--- config.mk ---
export PLATFORM = sky130hd
export DESIGN_NAME = smbfu_core
export DESIGN_NICKNAME = d
export VERILOG_FILES = /design/src/core/smbfu_pkg.sv /design/src/core/smbfu_core.sv
export VERILOG_INCLUDE_DIRS = /design/src /design/src/core
export SDC_FILE = /design/constraint.sdc
export NUM_CORES = 1
export LEC_CHECK = 0
export ABC_AREA = 1
export BUFFER_PORTS_ARGS = -buffer_cell sky130_fd_sc_hd__buf_2
export CORE_MARGIN = 5
export CORE_UTILIZATION = 64
export CTS_BUF_LIST = sky130_fd_sc_hd__clkbuf_16
export DETAILED_ROUTE_END_ITERATION = 6
export PLACE_DENSITY_LB_ADDON = 0.3
export SLEW_MARGIN = 20
export SYNTH_ARGS = -nofsm -noshare
export SYNTH_HDL_FRONTEND = slang
export SYNTH_SLANG_ARGS = --single-unit
--- constraint.sdc ---
create_clock -name ref_clk -period 3.4 [get_ports ref_clk]
set_input_delay 0.51 -clock ref_clk [delete_from_list [all_inputs] [get_ports ref_clk]]
set_output_delay 0.51 -clock ref_clk [all_outputs]
set_load 0.1 [all_outputs]
--- src/core/smbfu_cfg.svh ---
// Timing counts, bit positions and reset values of the SMBus flag logic.
`ifndef SMBFU_CFG_SVH
`define SMBFU_CFG_SVH
`define SMBFU_CLK_NS 10
`define SMBFU_HALF_NS 5000
`define SMBFU_HALF_CYC 12'((`SMBFU_HALF_NS + `SMBFU_CLK_NS - 1) / `SMBFU_CLK_NS)
`define SMBFU_LAST_BIT 4'h7
`define SMBFU_ACK_BIT 4'h8
`define SMBFU_FLAGS_RST 8'h00
`define SMBFU_BYTE_RST 8'h00
`endif

--- src/core/smbfu_pkg.sv ---
// Types shared by the SMBus flag update logic.
`default_nettype none
package smbfu_pkg;
    typedef struct packed {
        logic master;
        logic transmit_direction_flag;
        logic start_flag;
        logic stop_flag;
        logic ack_request_flag;
        logic arbitration_lost_flag;
        logic ack;
        logic interrupt;
    } smbfu_flags_t;

    typedef enum logic [2:0] {
        SMBFU_IDLE = 3'b000,
        SMBFU_START = 3'b001,
        SMBFU_XFER = 3'b010,
        SMBFU_EDGE = 3'b011,
        SMBFU_STOP = 3'b100
    } smbfu_state_t;

    typedef struct packed {
        logic valid;
        logic [7:0] data;
    } smbfu_entry_t;
endpackage
`default_nettype wire

--- src/core/smbfu_core.sv ---
// SMBus controller flag update logic with bit engine and receive buffer.
`timescale 1ns/1ps
`default_nettype none
`include "smbfu_cfg.svh"

module smbfu_buf (
    input wire logic ref_clk,
    input wire logic rst_b,
    input wire logic ce,
    input wire logic in_valid,
    input wire logic [7:0] in_data,
    output logic in_ready,
    output logic out_valid,
    output logic [7:0] out_data,
    input wire logic out_ready
);
    import smbfu_pkg::*;

    smbfu_entry_t head;
    smbfu_entry_t tail;
    smbfu_entry_t next_head;
    smbfu_entry_t next_tail;

    always_comb begin
        next_head = head;
        next_tail = tail;
        if (head.valid && out_ready) begin
            next_head = tail;
            next_tail.valid = 1'b0;
        end
        if (in_valid && !tail.valid) begin
            if (!next_head.valid) begin
                next_head = {1'b1, in_data};
            end else begin
                next_tail = {1'b1, in_data};
            end
        end
    end

    always_ff @(posedge ref_clk or negedge rst_b) begin
        if (!rst_b) begin
            head <= {1'b0, `SMBFU_BYTE_RST};
            tail <= {1'b0, `SMBFU_BYTE_RST};
        end else if (ce) begin
            head <= next_head;
            tail <= next_tail;
        end
    end

    assign in_ready = !tail.valid;
    assign out_valid = head.valid;
    assign out_data = head.data;
endmodule

module smbfu_core (
    input wire logic ref_clk,
    input wire logic rst_b,
    input wire logic ce,
    input wire logic scl_in,
    output logic scl_out,
    output logic scl_oe,
    input wire logic sda_in,
    output logic sda_out,
    output logic sda_oe,
    input wire logic [6:0] own_addr,
    input wire logic data_wr,
    input wire logic [7:0] data_in,
    input wire logic sta_set,
    input wire logic sta_clear,
    input wire logic sto_set,
    input wire logic si_clear,
    input wire logic ack_resp,
    output smbfu_pkg::smbfu_flags_t flags,
    output logic rx_valid,
    output logic [7:0] rx_data,
    input wire logic rx_ready
);
    import smbfu_pkg::*;

    logic scl_q1, scl_s, scl_p;
    logic sda_q1, sda_s, sda_p;
    logic scl_rise, scl_fall, start_det, stop_det;
    smbfu_flags_t next_flags;
    smbfu_state_t state, next_state;
    logic [11:0] tmr, next_tmr;
    logic [3:0] cnt, next_cnt;
    logic [7:0] rxsh, next_rxsh;
    logic [7:0] dreg, next_dreg;
    logic dwr, next_dwr;
    logic busy, next_busy;
    logic addr_ph, next_addr_ph;
    logic addressed, next_addressed;
    logic going_stop, next_going_stop;
    logic next_scl_oe, next_sda_oe;
    logic push, arb, si_set, hold, tx_bit, buf_ready, engaged;

    // Pin synchronisers; only the second stage and later are looked at.
    always_ff @(posedge ref_clk or negedge rst_b) begin
        if (!rst_b) begin
            scl_q1 <= 1'b1;
            scl_s <= 1'b1;
            scl_p <= 1'b1;
            sda_q1 <= 1'b1;
            sda_s <= 1'b1;
            sda_p <= 1'b1;
        end else if (ce) begin
            scl_q1 <= scl_in;
            scl_s <= scl_q1;
            scl_p <= scl_s;
            sda_q1 <= sda_in;
            sda_s <= sda_q1;
            sda_p <= sda_s;
        end
    end

    assign scl_rise = scl_s && !scl_p;
    assign scl_fall = !scl_s && scl_p;
    assign start_det = scl_s && scl_p && sda_p && !sda_s;
    assign stop_det = scl_s && scl_p && !sda_p && sda_s;
    assign tx_bit = dreg[~cnt[2:0]];
    assign engaged = flags.master || addressed;
    // A full buffer or a pending interrupt stretches SCL low.
    assign hold = flags.interrupt || !buf_ready;

    always_comb begin
        next_flags = flags;
        next_state = state;
        next_tmr = (tmr == 12'h000) ? tmr : tmr - 12'h001;
        next_cnt = cnt;
        next_rxsh = rxsh;
        next_dreg = dreg;
        next_dwr = dwr;
        next_busy = busy;
        next_addr_ph = addr_ph;
        next_addressed = addressed;
        next_going_stop = going_stop;
        next_scl_oe = scl_oe;
        next_sda_oe = sda_oe;
        push = 1'b0;
        arb = 1'b0;
        si_set = 1'b0;

        if (data_wr) begin
            next_dreg = data_in;
            next_dwr = 1'b1;
        end
        if (sta_set) begin
            next_flags.start_flag = 1'b1;
        end
        if (sta_clear) begin
            next_flags.start_flag = 1'b0;
        end
        if (sto_set) begin
            next_flags.stop_flag = 1'b1;
        end
        if (si_clear) begin
            next_flags.interrupt = 1'b0;
            next_flags.arbitration_lost_flag = 1'b0;
        end

        if (start_det) begin
            next_busy = 1'b1;
            next_cnt = 4'h0;
            next_addr_ph = 1'b1;
            next_addressed = 1'b0;
            if (state != SMBFU_START) begin
                if (flags.master && !flags.start_flag) begin
                    arb = 1'b1;
                end
                next_flags.transmit_direction_flag = dwr;
                next_dwr = 1'b0;
            end
        end

        if (stop_det) begin
            next_busy = 1'b0;
            next_addressed = 1'b0;
            next_addr_ph = 1'b0;
            if (addressed) begin
                next_flags.stop_flag = 1'b1;
                si_set = 1'b1;
            end
            if (state == SMBFU_STOP) begin
                next_flags.stop_flag = 1'b0;
                next_flags.master = 1'b0;
                next_state = SMBFU_IDLE;
            end else if (flags.master) begin
                next_flags.stop_flag = 1'b1;
                arb = 1'b1;
            end
        end

        if (busy && (state == SMBFU_XFER || state == SMBFU_IDLE)) begin
            if (scl_rise && cnt != `SMBFU_ACK_BIT) begin
                next_rxsh = {rxsh[6:0], sda_s};
                next_cnt = cnt + 4'h1;
                if (flags.master && flags.transmit_direction_flag && tx_bit && !sda_s) begin
                    arb = 1'b1;
                end
                if (cnt == `SMBFU_LAST_BIT) begin
                    next_addr_ph = 1'b0;
                    if (addr_ph && !flags.master && rxsh[6:0] == own_addr) begin
                        next_addressed = 1'b1;
                        next_flags.start_flag = 1'b1;
                        next_flags.transmit_direction_flag = sda_s;
                        next_flags.ack_request_flag = 1'b1;
                        si_set = 1'b1;
                    end else if (engaged && !flags.transmit_direction_flag) begin
                        push = 1'b1;
                        next_flags.ack_request_flag = 1'b1;
                        si_set = 1'b1;
                    end
                end
            end else if (scl_rise) begin
                next_cnt = 4'h0;
                if (engaged && flags.transmit_direction_flag) begin
                    next_flags.ack = !sda_s;
                    next_dwr = 1'b0;
                    si_set = 1'b1;
                end
            end
            if (scl_fall && cnt == 4'h0) begin
                next_flags.ack_request_flag = 1'b0;
            end
            if (!scl_s) begin
                if (cnt == `SMBFU_ACK_BIT) begin
                    next_sda_oe = engaged && !flags.transmit_direction_flag && ack_resp;
                end else begin
                    next_sda_oe = engaged && flags.transmit_direction_flag && !tx_bit;
                end
            end
        end

        case (state)
            SMBFU_IDLE: begin
                next_scl_oe = addressed && hold && (!scl_s || scl_oe);
                if (flags.start_flag && !busy && !flags.master) begin
                    next_state = SMBFU_START;
                    next_sda_oe = 1'b1;
                    next_tmr = `SMBFU_HALF_CYC;
                end
            end
            SMBFU_START: begin
                if (tmr == 12'h000) begin
                    next_flags.master = 1'b1;
                    next_flags.transmit_direction_flag = 1'b1;
                    si_set = 1'b1;
                    next_scl_oe = 1'b1;
                    next_tmr = `SMBFU_HALF_CYC;
                    next_state = SMBFU_XFER;
                end
            end
            SMBFU_XFER: begin
                if (si_clear && cnt == 4'h0 &&
                    (flags.stop_flag || (flags.start_flag && !sta_clear))) begin
                    next_state = SMBFU_EDGE;
                    next_going_stop = flags.stop_flag;
                    next_sda_oe = flags.stop_flag;
                    next_tmr = `SMBFU_HALF_CYC;
                end else if (tmr == 12'h000) begin
                    if (scl_oe && !hold) begin
                        next_scl_oe = 1'b0;
                        next_tmr = `SMBFU_HALF_CYC;
                    end else if (!scl_oe && scl_s) begin
                        next_scl_oe = 1'b1;
                        next_tmr = `SMBFU_HALF_CYC;
                    end
                end
            end
            SMBFU_EDGE: begin
                if (tmr == 12'h000) begin
                    if (scl_oe) begin
                        next_scl_oe = 1'b0;
                        next_tmr = `SMBFU_HALF_CYC;
                    end else if (!scl_s) begin
                        arb = 1'b1;
                    end else if (going_stop) begin
                        next_sda_oe = 1'b0;
                        next_state = SMBFU_STOP;
                    end else begin
                        next_sda_oe = 1'b1;
                        next_tmr = `SMBFU_HALF_CYC;
                        next_state = SMBFU_START;
                    end
                end
            end
            SMBFU_STOP: begin
                next_sda_oe = 1'b0;
            end
            default: begin
                next_state = SMBFU_IDLE;
            end
        endcase

        if (arb) begin
            next_flags.arbitration_lost_flag = 1'b1;
            next_flags.master = 1'b0;
            next_flags.transmit_direction_flag = 1'b0;
            next_scl_oe = 1'b0;
            next_sda_oe = 1'b0;
            next_state = SMBFU_IDLE;
            si_set = 1'b1;
        end
        if (si_set) begin
            next_flags.interrupt = 1'b1;
        end
    end

    always_ff @(posedge ref_clk or negedge rst_b) begin
        if (!rst_b) begin
            flags <= `SMBFU_FLAGS_RST;
            state <= SMBFU_IDLE;
            tmr <= 12'h000;
            cnt <= 4'h0;
            rxsh <= `SMBFU_BYTE_RST;
            dreg <= `SMBFU_BYTE_RST;
            dwr <= 1'b0;
            busy <= 1'b0;
            addr_ph <= 1'b0;
            addressed <= 1'b0;
            going_stop <= 1'b0;
            scl_oe <= 1'b0;
            sda_oe <= 1'b0;
            scl_out <= 1'b0;
            sda_out <= 1'b0;
        end else if (ce) begin
            flags <= next_flags;
            state <= next_state;
            tmr <= next_tmr;
            cnt <= next_cnt;
            rxsh <= next_rxsh;
            dreg <= next_dreg;
            dwr <= next_dwr;
            busy <= next_busy;
            addr_ph <= next_addr_ph;
            addressed <= next_addressed;
            going_stop <= next_going_stop;
            scl_oe <= next_scl_oe;
            sda_oe <= next_sda_oe;
            scl_out <= 1'b0;
            sda_out <= 1'b0;
        end
    end

    smbfu_buf u_rx_buf (
        .ref_clk(ref_clk),
        .rst_b(rst_b),
        .ce(ce),
        .in_valid(push),
        .in_data({rxsh[6:0], sda_s}),
        .in_ready(buf_ready),
        .out_valid(rx_valid),
        .out_data(rx_data),
        .out_ready(rx_ready)
    );
endmodule

`default_nettype wire

# After elaboration in Yosys (flattened, before gate mapping)
# Cells that the tools add are included.
# classes
mux	130
reduce_logical	69
n_bitwise	2
eq_ne	14
n_addsub	2
magnitude_cmp	1
# op_table
op	count
$mux 12	11
$mux 1	88
$pmux 12 s4	1
$mux 9	4
$logic_and 1x1->1	31
$mux 3	10
$mux 4	4
$pmux 3 s5	1
$mux 2	7
$logic_not 1->1	13
$logic_not 12->1	1
$sub 12x1->12 const B	1
$reduce_and 5->1	2
$reduce_bool 2->1	5
$ne 3x3->1 const B	3
$reduce_and 3->1	3
$mux 8	1
$pmux 1 s4	2
$reduce_and 2->1	4
$eq 7x7->1	1
$reduce_and 7->1	1
$eq 3x2->1 const B	2
$logic_or 1x1->1	5
$reduce_bool 5->1	1
other kinds (16)	16
# totals
elab_cells	248
regBits	73
output_inout_bits	21

# Depth between registers and ports, before layout
# Gate-level depths: netlist of the first run.
# depth
word_depth	18
depth_mapped	13

# By module
# A second synthesis of the first run with hierarchy kept.
# unflattened
hier_cells	608
area_unflattened_um2	4444.3
# by_module_without_submodules
module	cells_per_inst	n_inst	area_each_um2
smbfu_core	473	1	3440.8
smbfu_buf	135	1	1003.5

# Worst setup path before layout of the first run
# Ideal clock, no wire load.
# synth_path
path_type	register to register
from	reg flags[7] (netlist name)
to	reg flags[1] (netlist name)
t_required_ns	3.275
slack_ns	1.238
path_stages_with_launch	6
arrival_ns	2.037
setup_ns	0.125
cell_sequence	dfrtp_1 > inv_1 > nand2_1 > nand2_1 > nor4_1 > mux2_2
# synth_via
elab_chain_len	3
# synth_lines
item	line	source
start, declared	smbfu_core.sv:73	output smbfu_pkg::smbfu_flags_t flags,
start signal, assigned	smbfu_core.sv:311	flags <= `SMBFU_FLAGS_RST;
start signal, assigned	smbfu_core.sv:327	flags <= next_flags;
$logic_or 1x1->1	smbfu_core.sv:121	assign engaged = flags.master || addressed;
$logic_and 1x1->1	smbfu_core.sv:216	if (engaged && flags.transmit_direction_flag) begin
$reduce_and 5->1 (no line)	-	
# Every way passes these cells.
# A chain may end at the register's enable or synchronous reset.

# Final worst setup path of the first run
# layout_path
from	reg state[2]
to	reg u_rx_buf.tail[0] (netlist name)
# layout_via
elab_chain_len	6
word_cells_on_any_way	7
cone_classes	eq/ne: 1; mux: 1; reduce/logical: 5
# layout_lines
item	line	source
start, declared	smbfu_core.sv:84	smbfu_state_t state, next_state;
start signal, assigned	smbfu_core.sv:328	state <= next_state;
$eq 3x2->1 or $logic_not 3->1 (tied branches)	smbfu_core.sv:193	if (busy && (state == SMBFU_XFER || state == SMBFU_IDLE)) begin
$logic_or 1x1->1 (*)	smbfu_core.sv:193	
$logic_and 1x1->1 (*)	smbfu_core.sv:193	
$mux 1 (*)	smbfu_core.sv:193	
$logic_and 1x1->1 (*)	smbfu_core.sv:31	if (in_valid && !tail.valid) begin
$reduce_and 3->1 (no line) (*)	-	
end signal, assigned	smbfu_core.sv:43	tail <= {1'b0, `SMBFU_BYTE_RST};
end signal, assigned	smbfu_core.sv:46	tail <= next_tail;
end, declared	smbfu_core.sv:20	smbfu_entry_t tail;
# Mark *: on every way between the ends. The rest lies on a longest branch, timed or not.

==> results of run 1 <==
## logic make-up after synthesis
family / after synthesis
AO/OA/AOI/OAI: 87
XOR/XNOR: 5
adder cells (fa/ha/maj): 5
buffers and inverters: 100
flip-flops: 73
multiplexers: 9
other: 1
AND/OR/NAND/NOR: 303
## per-layer routing
layer | track usage (%) | vias to the layer above
met4 | 11.8 | 0
met5 | 0 | -
met3 | 3.57 | 27
met2 | 44.1 | 114
met1 | 35.7 | 1920
li1 | - | 1976
## layout by cell type (no fill, tap or decap), drive strengths merged
cell type	n
o311ai	1
dfstp	6
bufinv	1
nand4	19
or2	2
buf	48
o211a	1
o22ai	4
nor2	58
a21oi	19
ha	5
o41ai	1
a31oi	1
mux2	9
clkinv	6
nand3	48
nor4	1
o21ai	53
inv	83
nor3	10
xor2	5
o31ai	2
a22oi	3
nand2	165
clkbuf	9
a221oi	1
o211ai	1
conb	2
dfrtp	67
## worst max-delay path: cells and delay by family, from the launching register on
family          cells  cell delay, ns
simple gates        6            1.29
flops               1            0.54
buf+inv             1            0.19
compound gates      1            0.07
## power by group through the flow
stage | clock, mW | combinational [mW] | sequential, mW
2_1_floorplan | 0 | 0.796 | 1.39
3_3_place_gp | 0 | 1.26 | 1.22
3_5_place_dp | 0 | 1.29 | 1.22
4_1_cts | 0.912 | 1.31 | 1.21
5_1_grt | 0.961 | 1.47 | 1.23
6_report | 0.908 | 1.32 | 1.21
## final cells by class
class,count,area [um2]
Multi-Input combinational cell,411,2090
Fill cell,529,1850
Tap cell,80,100
Clock inverter,7,55.1
Sequential cell,73,1830
Inverter,83,313
Timing Repair Buffer,48,248
Clock buffer,9,225
## registers in the layout, indices dropped and copies added, names as in the netlist, 3 cells and up
register / count
tmr: 12
flags: 8
u_rx_buf.tail: 9
cnt: 4
rxsh: 7
state: 3
dreg: 8
u_rx_buf.out_data: 8
## through the flow
step	cell area [um2]	util, %
after CTS	4860	72.4
after global placement	4580	68.2
after global routing	4860	72.4
after detailed placement	4580	68.2
final	4860	72.4
after floorplan	4350	-
## worst min path at each step
stage               startpoint  endpoint  slack, ns  cells after the start
floorplan                rst_b   addr_ph       0.21                      0
global placement        scl_q1    scl_q1       0.45                      2
detailed placement      scl_q1    scl_q1       0.47                      2
CTS                     sda_in    sda_q1       0.37                      3
global route            sda_in    sda_q1       0.40                      3
finish                  sda_in    sda_q1       0.38                      3
==> Implementation_results.wiki, run 1 <==
{| class="wikitable"
! Metric !! Value
|-
| Critical path class || reg -> reg
|-
| Power share of the sequential group || between 30% and 40%
|-
| Number of endpoints with negative hold slack in the final report || 0
|-
| FF-to-FF Start || state[2]
|-
| Number of nets at the end of the flow || around 660
|-
| Die Width || 92.4 um
|-
| Post-cts gate resize count || 0
|-
| # clock sinks || 73
|-
| Worst min path class || in -> reg
|-
| PnR worst setup slack || ~1.2 ns
|-
| Most common cell in the synthesized netlist || sky130_fd_sc_hd__nand2_1
|-
| Critical path data required time || 3.61 ns
|-
| Flop-to-flop setup slack || roughly 1.2 ns
|-
| Type of destination of the critical path || flip-flop
|-
| Worst Tran Pin Value || roughly 0.94 ns
|-
| Worst clock skew || around 0.0072 ns
|-
| Post-route clock period utilization || between 60% and 70%
|-
| Share of synthesized registers carrying an async set or reset || 100%
|-
| Area share of and/or/nand/nor cells after synthesis || 31.5%
|-
| Die Footprint || 8540 um2
|-
| Cells along the critical path || clkinv_2 > nand3_4 > nor2_4 > nand2_2 > nor3_4 > nand4_4 > nand2_1 > o21ai_2
|-
| Max Cap Viol || 0
|-
| Post-synthesis sequential element count || 73
|-
| Share of power burned in combinational logic || 38.4%
|-
| Placeable Area || between 6000 and 7000 um2
|-
| Number of vias per cell || approximately 5.7
|-
| Internal cell power || a little under 2 mW
|-
| Setup Slack @ Placement || approximately 1.2 ns
|-
| Post-CTS Setup Bufs || 0
|-
| Number of distinct library cell variants in the gate-level netlist after synthesis || 42
|-
| Dominant combinational cell family by area after synthesis || simple AND/OR/NAND/NOR gates
|-
| Worst setup path startpoint || state[2]
|-
| Critical path's largest stage delay || between 0.5 and 0.6 ns
|-
| Maximum clock frequency || 0.450 GHz
|-
| Remaining DRCs || 0
|-
| Count of hold-fix buffers inserted at cts || 0
|-
| First-pass detailed-route iteration total || 5
|-
| Critical Path Fanout Max || 17
|-
| Initial cell density of the core || between 60 and 70%
|-
| Total track usage || between 20% and 30%
|-
| Pins over their slew limit || 0
|-
| Weighted congestion at the end of routability-driven global placement || 0.911
|-
| Pin count of the biggest net entering global routing || 74
|-
| Clock network power share || around a quarter
|-
| Row cnt || 30
|-
| Global-route wire length before repair || around 19,000 um
|-
| Maximum VDD drop || between 0.3 and 0.4 mV
|-
| Startpoint types || flip-flop
|-
| Clock Tree Buf Depth || 2
|-
| Clock latency at the later pin of the worst-skew pair || 0.33 ns
|-
| Total length of routed met2 wires || between 5000 and 6000 um
|-
| First DRT Iteration DRCs || roughly 270
|-
| Number of buffer cells added on primary ports || 45
|-
| Power density relative to cell area || between 700 and 800 nW/um2
|-
| Routed length on met3 || slightly below 500 um
|-
| Fraction of synthesized area in multiplexers || under 10%
|-
| Clock slew at reported path FFs || around 0.06 ns
|-
| Met1 Wirelength || 4760 um
|-
| Final Hold Slack || 0.379 ns
|-
| Number of global-route vias before repair || around 4,000
|-
| Diodes inserted || 0
|-
| Total half-perimeter wirelength after legalization and detailed placement || around 7600 um
|-
| Synth top area share || around 39%
|-
| Overall power || between 3 and 4 mW
|-
| CTS Buf Count || 9
|-
| Total wire length || ~11,000 um
|-
| Final setup vio count || 0
|-
| Slowest stage cell on the critical path || sky130_fd_sc_hd__dfrtp_1
|-
| Synthesized-area fraction occupied by adder cells || approximately 1.4%
|-
| Vert. Die Dim || ~90 um
|-
| Dominant cell type by area after synthesis || sky130_fd_sc_hd__dfrtp_1
|-
| Max-Slew Margin vs Limit || between 30 and 40%
|-
| Post-synth EDFFs || 0
|-
| Clock tree root driver cell || sky130_fd_sc_hd__clkbuf_16
|-
| Cell Count Post-Placement || 695
|-
| Primary flip-flop cell chosen by synthesis mapping || sky130_fd_sc_hd__dfrtp_1
|-
| Reg-to-reg critical path endpoint || u_rx_buf.tail[0]
|-
| Count of synthesis-stage warnings from yosys || 0
|-
| Cells taking the most area after synthesis || sky130_fd_sc_hd__dfrtp_1 (39%), sky130_fd_sc_hd__nand2_1 (14%), sky130_fd_sc_hd__inv_1 (6.3%)
|-
| Leak Pwr || 2.54 nW
|-
| Number of antenna violations at the first check in global routing || 0
|-
| Number of vias after detailed routing || about 4,000
|-
| Final global-route overflow total || 0
|-
| Final total negative setup slack || 0 ns
|-
| Complex-gate fraction of the synthesized area || a little under an eighth
|-
| H-tree depth || 3
|-
| Post-synthesis instance area || between 4000 and 5000 um2
|-
| RSZ-0062 raised after global routing || false
|-
| Avg WL per Cell || 15.1 um
|-
| Path depth of the worst reg2reg path || 8
|-
| Minimum clock period || 2.22 ns
|-
| Synthesized area divided by synthesized cell count || 7.46 um2
|-
| Syn-to-layout area delta || 11.9%
|-
| Clock tree from TritonCTS || yes
|-
| Result of the run || completed
|-
| Post-layout instance count excluding filler cells || roughly 710
|-
| Fraction of layout cells with a size suffix above 1 || 17.6%
|-
| Sw Pwr || 1.47 mW
|-
| Residual antenna-violating net count after detailed routing || 0
|-
| Highest layer used for signal routing || met4
|-
| Critical path endpoint || u_rx_buf.tail[0]
|-
| Crit path DAT || between 2 and 2.5 ns
|-
| Most common library cells after synthesis || sky130_fd_sc_hd__nand2_1 (161), sky130_fd_sc_hd__inv_1 (73), sky130_fd_sc_hd__dfrtp_1 (67), sky130_fd_sc_hd__nor2_1 (52), sky130_fd_sc_hd__nand3_1 (45)
|-
| Post-synthesis share of cell area spent on xor and xnor gates || 1.01%
|-
| Count of pins on the block boundary || 48
|-
| Synthesized instance count || between 500 and 600
|-
| Switching share of power || a little over two fifths
|-
| Post-synthesis sequential area ratio || approximately 42%
|}
(Power assumes the default switching activity.)
==> run 2: changes to the inputs <==
Settings changed: CORE_UTILIZATION 64 to 53.
Clock period 3.4 ns to 2 ns, I/O delays scaled along.
==> Implementation_results.wiki, run 2 (synthesis results as in run 1) <==
{| class="wikitable"
! Metric !! Value
|-
| Setup Slack @ Placement || 0.00963 ns (-1.23 ns)
|-
| Sequential Area || 1840 um2 (+0.20%)
|-
| Worst min path class || in -> async
|-
| Total track usage || 23.4% (-3.5 points)
|-
| Type of destination of the critical path || flip-flop
|-
| Worst clock skew || 0.00610 ns (-0.00109 ns)
|-
| Initial cell density of the core || 53.7% (-11 points)
|-
| Number of global-route vias before repair || 4,031 (+0.78%)
|-
| Total wire length || 11,500 um (+7.0%)
|-
| Top register by number of flip-flops || tmr
|-
| Diodes inserted || 0 (unchanged)
|-
| Critical path class || reg -> reg
|-
| Remaining DRCs || 0 (unchanged)
|-
| Core Util, Final || 65.1% (-7.3 points)
|-
| Reg-to-reg critical path endpoint || u_rx_buf.tail[4]
|-
| Vert. Die Dim || 101 um (+8.8%)
|-
| Die Footprint || 10,100 um2 (+18%)
|-
| Syn-to-layout area delta || 21.2%
|-
| Placeable Area || 8090 um2 (+20%)
|-
| Count of hold-fix buffers inserted at cts || 0 (unchanged)
|-
| Critical Path Fanout Max || 8 (-9)
|-
| Number of vias per cell || 5.50 (-3.1%)
|-
| Pins over their slew limit || 0 (unchanged)
|-
| Final setup vio count || 0 (unchanged)
|-
| # clock sinks || 73 (unchanged)
|-
| Clock tree from TritonCTS || yes
|-
| Critical path data required time || 2.26 ns (-1.35 ns)
|-
| First DRT Iteration DRCs || 305 (+13%)
|-
| Clock Tree Buf Depth || 2 (unchanged)
|-
| Minimum clock period || 1.90 ns (-0.323 ns)
|-
| Clock tree root driver cell || sky130_fd_sc_hd__clkbuf_16
|-
| CTS Buf Count || 9 (unchanged)
|-
| Clock slew at reported path FFs || 0.06 ns (about the same)
|-
| Number of endpoints with negative hold slack in the final report || 15 (+15)
|-
| Post-route clock period utilization || 94.9% (+30 points)
|-
| Clock latency at the later pin of the worst-skew pair || 0.33 ns (about the same)
|-
| Largest registers in the final layout || tmr (12), u_rx_buf.tail (9)
|-
| Failing checks || negative hold slack
|-
| Count of pins on the block boundary || 48 (unchanged)
|-
| Final global-route overflow total || 0 (unchanged)
|-
| Most common cell after layout, fill and taps aside || sky130_fd_sc_hd__nand2_1
|-
| Final Hold Slack || -0.0166 ns (-0.396 ns)
|-
| Multi-input combinational cell area || 2140 um2 (+2.3%)
|-
| Pin count of the biggest net entering global routing || 74 (unchanged)
|-
| Largest register FFs || 12 (unchanged)
|-
| First-pass detailed-route iteration total || 7 (+2)
|-
| FF-to-FF Start || state[2]
|-
| Number of buffer cells added on primary ports || 45 (unchanged)
|-
| Number of nets at the end of the flow || 685 (+4.1%)
|-
| Flop-to-flop setup slack || 0.10 ns (-1.08 ns)
|-
| Startpoint types || flip-flop
|-
| Maximum VDD drop || 0.615 mV (+71%)
|-
| H-tree depth || 3 (unchanged)
|-
| Max-Slew Margin vs Limit || 66.7% (+29 points)
|-
| Most frequent cells in the layout || sky130_fd_sc_hd__nand2_1 (160), sky130_fd_sc_hd__inv_1 (71), sky130_fd_sc_hd__dfrtp_1 (64), sky130_fd_sc_hd__nor2_1 (50), sky130_fd_sc_hd__buf_2 (45)
|-
| Result of the run || finished with violations
|-
| Number of filler instances in the final layout || 740 (+40%)
|-
| PnR worst setup slack || 0.101 ns (-1.08 ns)
|-
| Total half-perimeter wirelength after legalization and detailed placement || 8070 um (+5.7%)
|-
| Crit path DAT || 2.15 ns (-0.28 ns)
|-
| Power density relative to cell area || 1180 nW/um2 (+67%)
|-
| Residual antenna-violating net count after detailed routing || 0 (unchanged)
|-
| Weighted congestion at the end of routability-driven global placement || 0.979 (+7.4%)
|-
| Max Cap Viol || 0 (unchanged)
|-
| Global-route wire length before repair || 19,000 um (+2.5%)
|-
| Die Width || 101 um (+8.8%)
|-
| Leak Pwr || 2.71 nW (+6.9%)
|-
| Fraction of layout cells with a size suffix above 1 || 23.1% (+5.5 points)
|-
| Number of vias after detailed routing || 4,200 (+4.0%)
|-
| Path depth of the worst reg2reg path || 9 (+1)
|-
| Avg WL per Cell || 15.1 um (-0.27%)
|-
| Row cnt || 33 (+10%)
|-
| Maximum clock frequency || 0.527 GHz (+17%)
|-
| Number of antenna violations at the first check in global routing || 0 (unchanged)
|-
| Worst Tran Pin Value || 0.498 ns (-0.438 ns)
|}
-- run 2: changes by cell type in the layout (fill, tap and decap cells not counted), moves of 2 or more --
cell,before,now
sky130_fd_sc_hd__buf_4,3,22
sky130_fd_sc_hd__dfrtp_1,67,64
sky130_fd_sc_hd__buf_12,0,5
sky130_fd_sc_hd__nor2_1,52,50
sky130_fd_sc_hd__clkinv_1,3,1
sky130_fd_sc_hd__inv_1,75,71
sky130_fd_sc_hd__dfrtp_2,0,3
sky130_fd_sc_hd__clkinvlp_4,0,3
-- run 2: worst max-delay path by stage --
stage                  startpoint              endpoint  depth (start not counted)
2_1_floorplan  u_rx_buf.out_valid  u_rx_buf.out_data[0]                          6
3_3_place_gp               cnt[0]              flags[6]                         12
3_5_place_dp               cnt[0]              flags[6]                         12
4_1_cts                    cnt[0]              flags[6]                         12
5_1_grt                  state[2]  u_rx_buf.out_data[0]                         11
6_report                 state[2]      u_rx_buf.tail[4]                          9
-- run 2: repair_timing --
item / CTS / global route
pin swaps: 0 / 6
hold endpoints to repair: 0 / 0
cloned: 0 / 2
endpoints found under the setup margin: 1 / 27
buffers inserted: 0 / 8
resized for setup: 1 / 11
-- run 2: power breakdown --
group | internal, mW | switching (mW)
combinational | 0.748 | 1.65
sequential | 1.79 | 0.267
clock | 1.09 | 0.664
total | 3.63 | 2.58
-- run 2: stage by stage --
step                      setup TNS [ns]  hold slack (ns)  instance area [um2]  total power [mW]  std cells
final                                  0          -0.0166                 5270              6.22        763
after global routing             -0.0346           0.0303                 5270              6.61        763
after detailed placement               0            0.364                 4780              4.38        737
after floorplan                        0          0.00441                 4350              3.72        584
after global placement                 0            0.357                 4780              4.36        737
after CTS                              0           0.0126                 5100              6.15        753
-- run 2: layer usage --
metal / global-route usage, % / vias to the layer above / share of wire [%]
met5: 0 / - / 0
met4: 8.29 / 0 / 1.8
met3: 3.39 / 18 / 5.4
met2: 38.4 / 136 / 49
met1: 31.6 / 2013 / 44
li1: - / 2033 / -
-- run 2: final cells by class --
type	count	area share [%]
clock buffer	9	4.27
clock inverter	7	1.78
inverter	83	6.01
multi-input combinational	412	40.6
sequential	73	34.9
tap	105	2.49
timing repair buffer	74	10.0
-- run 2: critical path, stage by stage (launching register included) --
cell and delay (ns):
sky130_fd_sc_hd__dfrtp_1 0.47, sky130_fd_sc_hd__clkinv_2 0.15, sky130_fd_sc_hd__nand3_4 0.12, sky130_fd_sc_hd__nor2_4 0.15, sky130_fd_sc_hd__nand2_4 0.08, sky130_fd_sc_hd__nor3_4 0.21, sky130_fd_sc_hd__buf_12 0.15, sky130_fd_sc_hd__buf_6 0.11
sky130_fd_sc_hd__nand4_4 0.20, sky130_fd_sc_hd__o21ai_2 0.19
==> run 3: changes to the inputs <==
Settings changed: GPL_TIMING_DRIVEN from default to 0.
==> Implementation_results.wiki, run 3 (synthesis results as in run 1) <==
{| class="wikitable"
! Metric !! Value
|-
| Result of the run || completed
|-
| Max-Slew Margin vs Limit || 60.3% (-6.4 points)
|-
| Min-Delay Path Depth || 3
|-
| Most common cell after layout, fill and taps aside || sky130_fd_sc_hd__nand2_1
|-
| Remaining DRCs || 0 (unchanged)
|-
| Die Footprint || 10,100 um2 (unchanged)
|-
| Total track usage || 24.3% (+0.91 points)
|-
| Placeable Area || 8090 um2 (unchanged)
|-
| Max Cap Viol || 0 (unchanged)
|-
| Critical Path Fanout Max || 10 (+2)
|-
| Largest register FFs || 12 (unchanged)
|-
| Number of global-route vias before repair || 4,136 (+2.6%)
|-
| RSZ-0062 raised after global routing || true
|-
| Final global-route overflow total || 0 (unchanged)
|-
| Clock tree root driver cell || sky130_fd_sc_hd__clkbuf_16
|-
| Avg WL per Cell || 15.3 um (+1.4%)
|-
| Pin count of the biggest net entering global routing || 54 (-27%)
|-
| Clock slew at reported path FFs || 0.06 ns (about the same)
|-
| First-pass detailed-route iteration total || 5 (-2)
|-
| Worst hold endpoint || sda_q1
|-
| PnR worst setup slack || 0.106 ns (+0.00442 ns)
|-
| # clock sinks || 73 (unchanged)
|-
| Number of endpoints with negative hold slack in the final report || 0 (-15)
|-
| Vert. Die Dim || 101 um (unchanged)
|-
| FF-to-FF Start || tmr[0]
|-
| Row cnt || 33 (unchanged)
|-
| Crit path DAT || 2.16 ns (about the same)
|-
| Reg-to-reg critical path endpoint || tmr[0]
|-
| Core Util, Final || 63.6% (-1.5 points)
|-
| H-tree depth || 3 (unchanged)
|-
| Fraction of layout cells with a size suffix above 1 || 21.4% (-1.7 points)
|-
| Count of pins on the block boundary || 48 (unchanged)
|-
| Largest registers in the final layout || tmr (12), u_rx_buf.tail (9)
|-
| Worst min path class || in -> reg
|-
| Top register by number of flip-flops || tmr
|-
| Syn-to-layout area delta || 18.4%
|-
| Global-route wire length before repair || 19,600 um (+3.3%)
|-
| Weighted congestion at the end of routability-driven global placement || 0.981 (+0.27%)
|-
| Critical path class || reg -> reg
|-
| Number of vias per cell || 5.50 (about the same)
|-
| Multi-input combinational cell area || 2120 um2 (-0.76%)
|-
| Total half-perimeter wirelength after legalization and detailed placement || 8500 um (+5.4%)
|-
| CTS Buf Count || 9 (unchanged)
|-
| Dominant delay contributor by cell family on the critical path || simple AND/OR/NAND/NOR gates
|-
| Power density relative to cell area || 1190 nW/um2 (+0.92%)
|-
| Die Width || 101 um (unchanged)
|-
| Critical path data required time || 2.26 ns (about the same)
|-
| Number of buffer cells added on primary ports || 45 (unchanged)
|-
| Post-route clock period utilization || 94.7% (-0.22 points)
|-
| Diodes inserted || 0 (unchanged)
|-
| Pins over their slew limit || 0 (unchanged)
|-
| Path depth of the worst reg2reg path || 12 (+3)
|-
| Hold Path Origin || sda_in
|-
| Type of destination of the critical path || flip-flop
|-
| Levels on crit path || 12 (+3)
|-
| Number of antenna violations at the first check in global routing || 0 (unchanged)
|-
| Startpoint types || flip-flop
|-
| Setup Slack @ Placement || -0.0601 ns (-0.0697 ns)
|-
| Clock Tree Buf Depth || 2 (unchanged)
|-
| Maximum VDD drop || 0.730 mV (+19%)
|-
| Total wire length || 11,600 um (+0.69%)
|-
| First DRT Iteration DRCs || 233 (-24%)
|-
| Number of vias after detailed routing || 4,172 (-0.67%)
|-
| Clock tree from TritonCTS || yes
|-
| Minimum clock period || 1.89 ns (-0.00442 ns)
|-
| Clock latency at the later pin of the worst-skew pair || 0.33 ns (about the same)
|-
| Maximum clock frequency || 0.528 GHz (+0.23%)
|-
| Number of nets at the end of the flow || 680 (-0.73%)
|-
| Initial cell density of the core || 53.7% (unchanged)
|-
| Leak Pwr || 2.65 nW (-2.4%)
|-
| Number of filler instances in the final layout || 774 (+4.6%)
|-
| Worst clock skew || 0.00983 ns (+0.00373 ns)
|-
| Worst Tran Pin Value || 0.596 ns (+0.0979 ns)
|-
| Critical path's largest stage delay || 0.37 ns (-0.10 ns)
|-
| Cells along the critical path || inv_2 > ha_1 > nand2_1 > nor2_2 > nand2_2 > buf_6 > ha_1 > o21ai_1 > nand3_1 > nand3_1 > nand2_1 > o21ai_1
|-
| Sequential Area || 1840 um2 (unchanged)
|-
| Worst setup path startpoint || tmr[0]
|-
| Slowest stage cell on the critical path || sky130_fd_sc_hd__dfrtp_1
|-
| Crit path buffers/inverters || 2 (-1)
|-
| Flop-to-flop setup slack || 0.11 ns (about the same)
|-
| Most frequent cells in the layout || sky130_fd_sc_hd__nand2_1 (159), sky130_fd_sc_hd__inv_1 (73), sky130_fd_sc_hd__dfrtp_1 (64), sky130_fd_sc_hd__nor2_1 (49), sky130_fd_sc_hd__buf_2 (48)
|-
| Final setup vio count || 0 (unchanged)
|-
| Residual antenna-violating net count after detailed routing || 0 (unchanged)
|}
[run 3: cell types whose count changed in the layout (fill, tap and decap cells not counted), moves of 2 or more]
cell	before	now
sky130_fd_sc_hd__buf_12	5	0
sky130_fd_sc_hd__buf_2	45	48
sky130_fd_sc_hd__buf_4	22	12
sky130_fd_sc_hd__buf_6	1	4
sky130_fd_sc_hd__clkbuf_1	0	3
sky130_fd_sc_hd__clkinv_2	3	1
sky130_fd_sc_hd__clkinvlp_4	3	1
sky130_fd_sc_hd__inv_1	71	73
[run 3: repair_timing]
item | in CTS | in global routing
endpoints found under the setup margin | 7 | 33
pin swaps | 0 | 2
hold buffers | 1 | 0
buffers inserted | 0 | 6
hold endpoints to repair | 19 | 0
gates resized for setup | 2 | 12
[run 3: how the worst max path moves through the flow]
stage	end
detailed placement	tmr[0]
global placement	tmr[0]
floorplan	u_rx_buf.out_data[0]
CTS	tmr[0]
global route	scl_oe
finish	tmr[0]
[run 3: final cells by class]
class	instances	share of cell area (%)
Buffer	17	2.29
Clock buffer	9	4.38
Clock inverter	7	1.70
Inverter	83	6.08
Multi-Input combinational cell	411	41.2
Sequential cell	73	35.7
Tap cell	105	2.55
Timing Repair Buffer	53	6.03
[run 3: metrics by stage]
stage / area [um2] / TNS, ns / instances / power (mW) / hold WS, ns
floorplan: 4350 / 0 / 584 / 3.72 / 0.00441
global placement: 4710 / -0.0286 / 734 / 4.23 / 0.454
detailed placement: 4740 / -0.119 / 735 / 4.28 / 0.212
CTS: 5060 / 0 / 752 / 6.01 / 0.167
global route: 5140 / -0.0499 / 758 / 6.51 / 0.204
finish: 5140 / 0 / 758 / 6.13 / 0.172
[run 3: power by group]
group / switching (mW) / internal (mW)
combinational: 1.65 / 0.700
sequential: 0.262 / 1.80
clock: 0.633 / 1.08
total: 2.55 / 3.58
[run 3: worst register-to-register path, cell delays in order, from the launching register on]
cell                      delay, ns
sky130_fd_sc_hd__dfrtp_1       0.37
sky130_fd_sc_hd__inv_2         0.10
sky130_fd_sc_hd__ha_1          0.16
sky130_fd_sc_hd__nand2_1       0.07
sky130_fd_sc_hd__nor2_2        0.12
sky130_fd_sc_hd__nand2_2       0.11
sky130_fd_sc_hd__buf_6         0.17
sky130_fd_sc_hd__ha_1          0.30
sky130_fd_sc_hd__o21ai_1       0.14
sky130_fd_sc_hd__nand3_1       0.08
sky130_fd_sc_hd__nand3_1       0.08
sky130_fd_sc_hd__nand2_1       0.05
sky130_fd_sc_hd__o21ai_1       0.06
[run 3: metal layers]
| metal | track usage, % | wire (um) | up-vias |
|---|---|---|---|
| li1 | - | - | 2021 |
| met1 | 32.1 | 5000 | 2006 |
| met2 | 41.5 | 5750 | 125 |
| met3 | 3.46 | 639 | 20 |
| met4 | 7.15 | 196 | 0 |
| met5 | 0 | 0 | - |
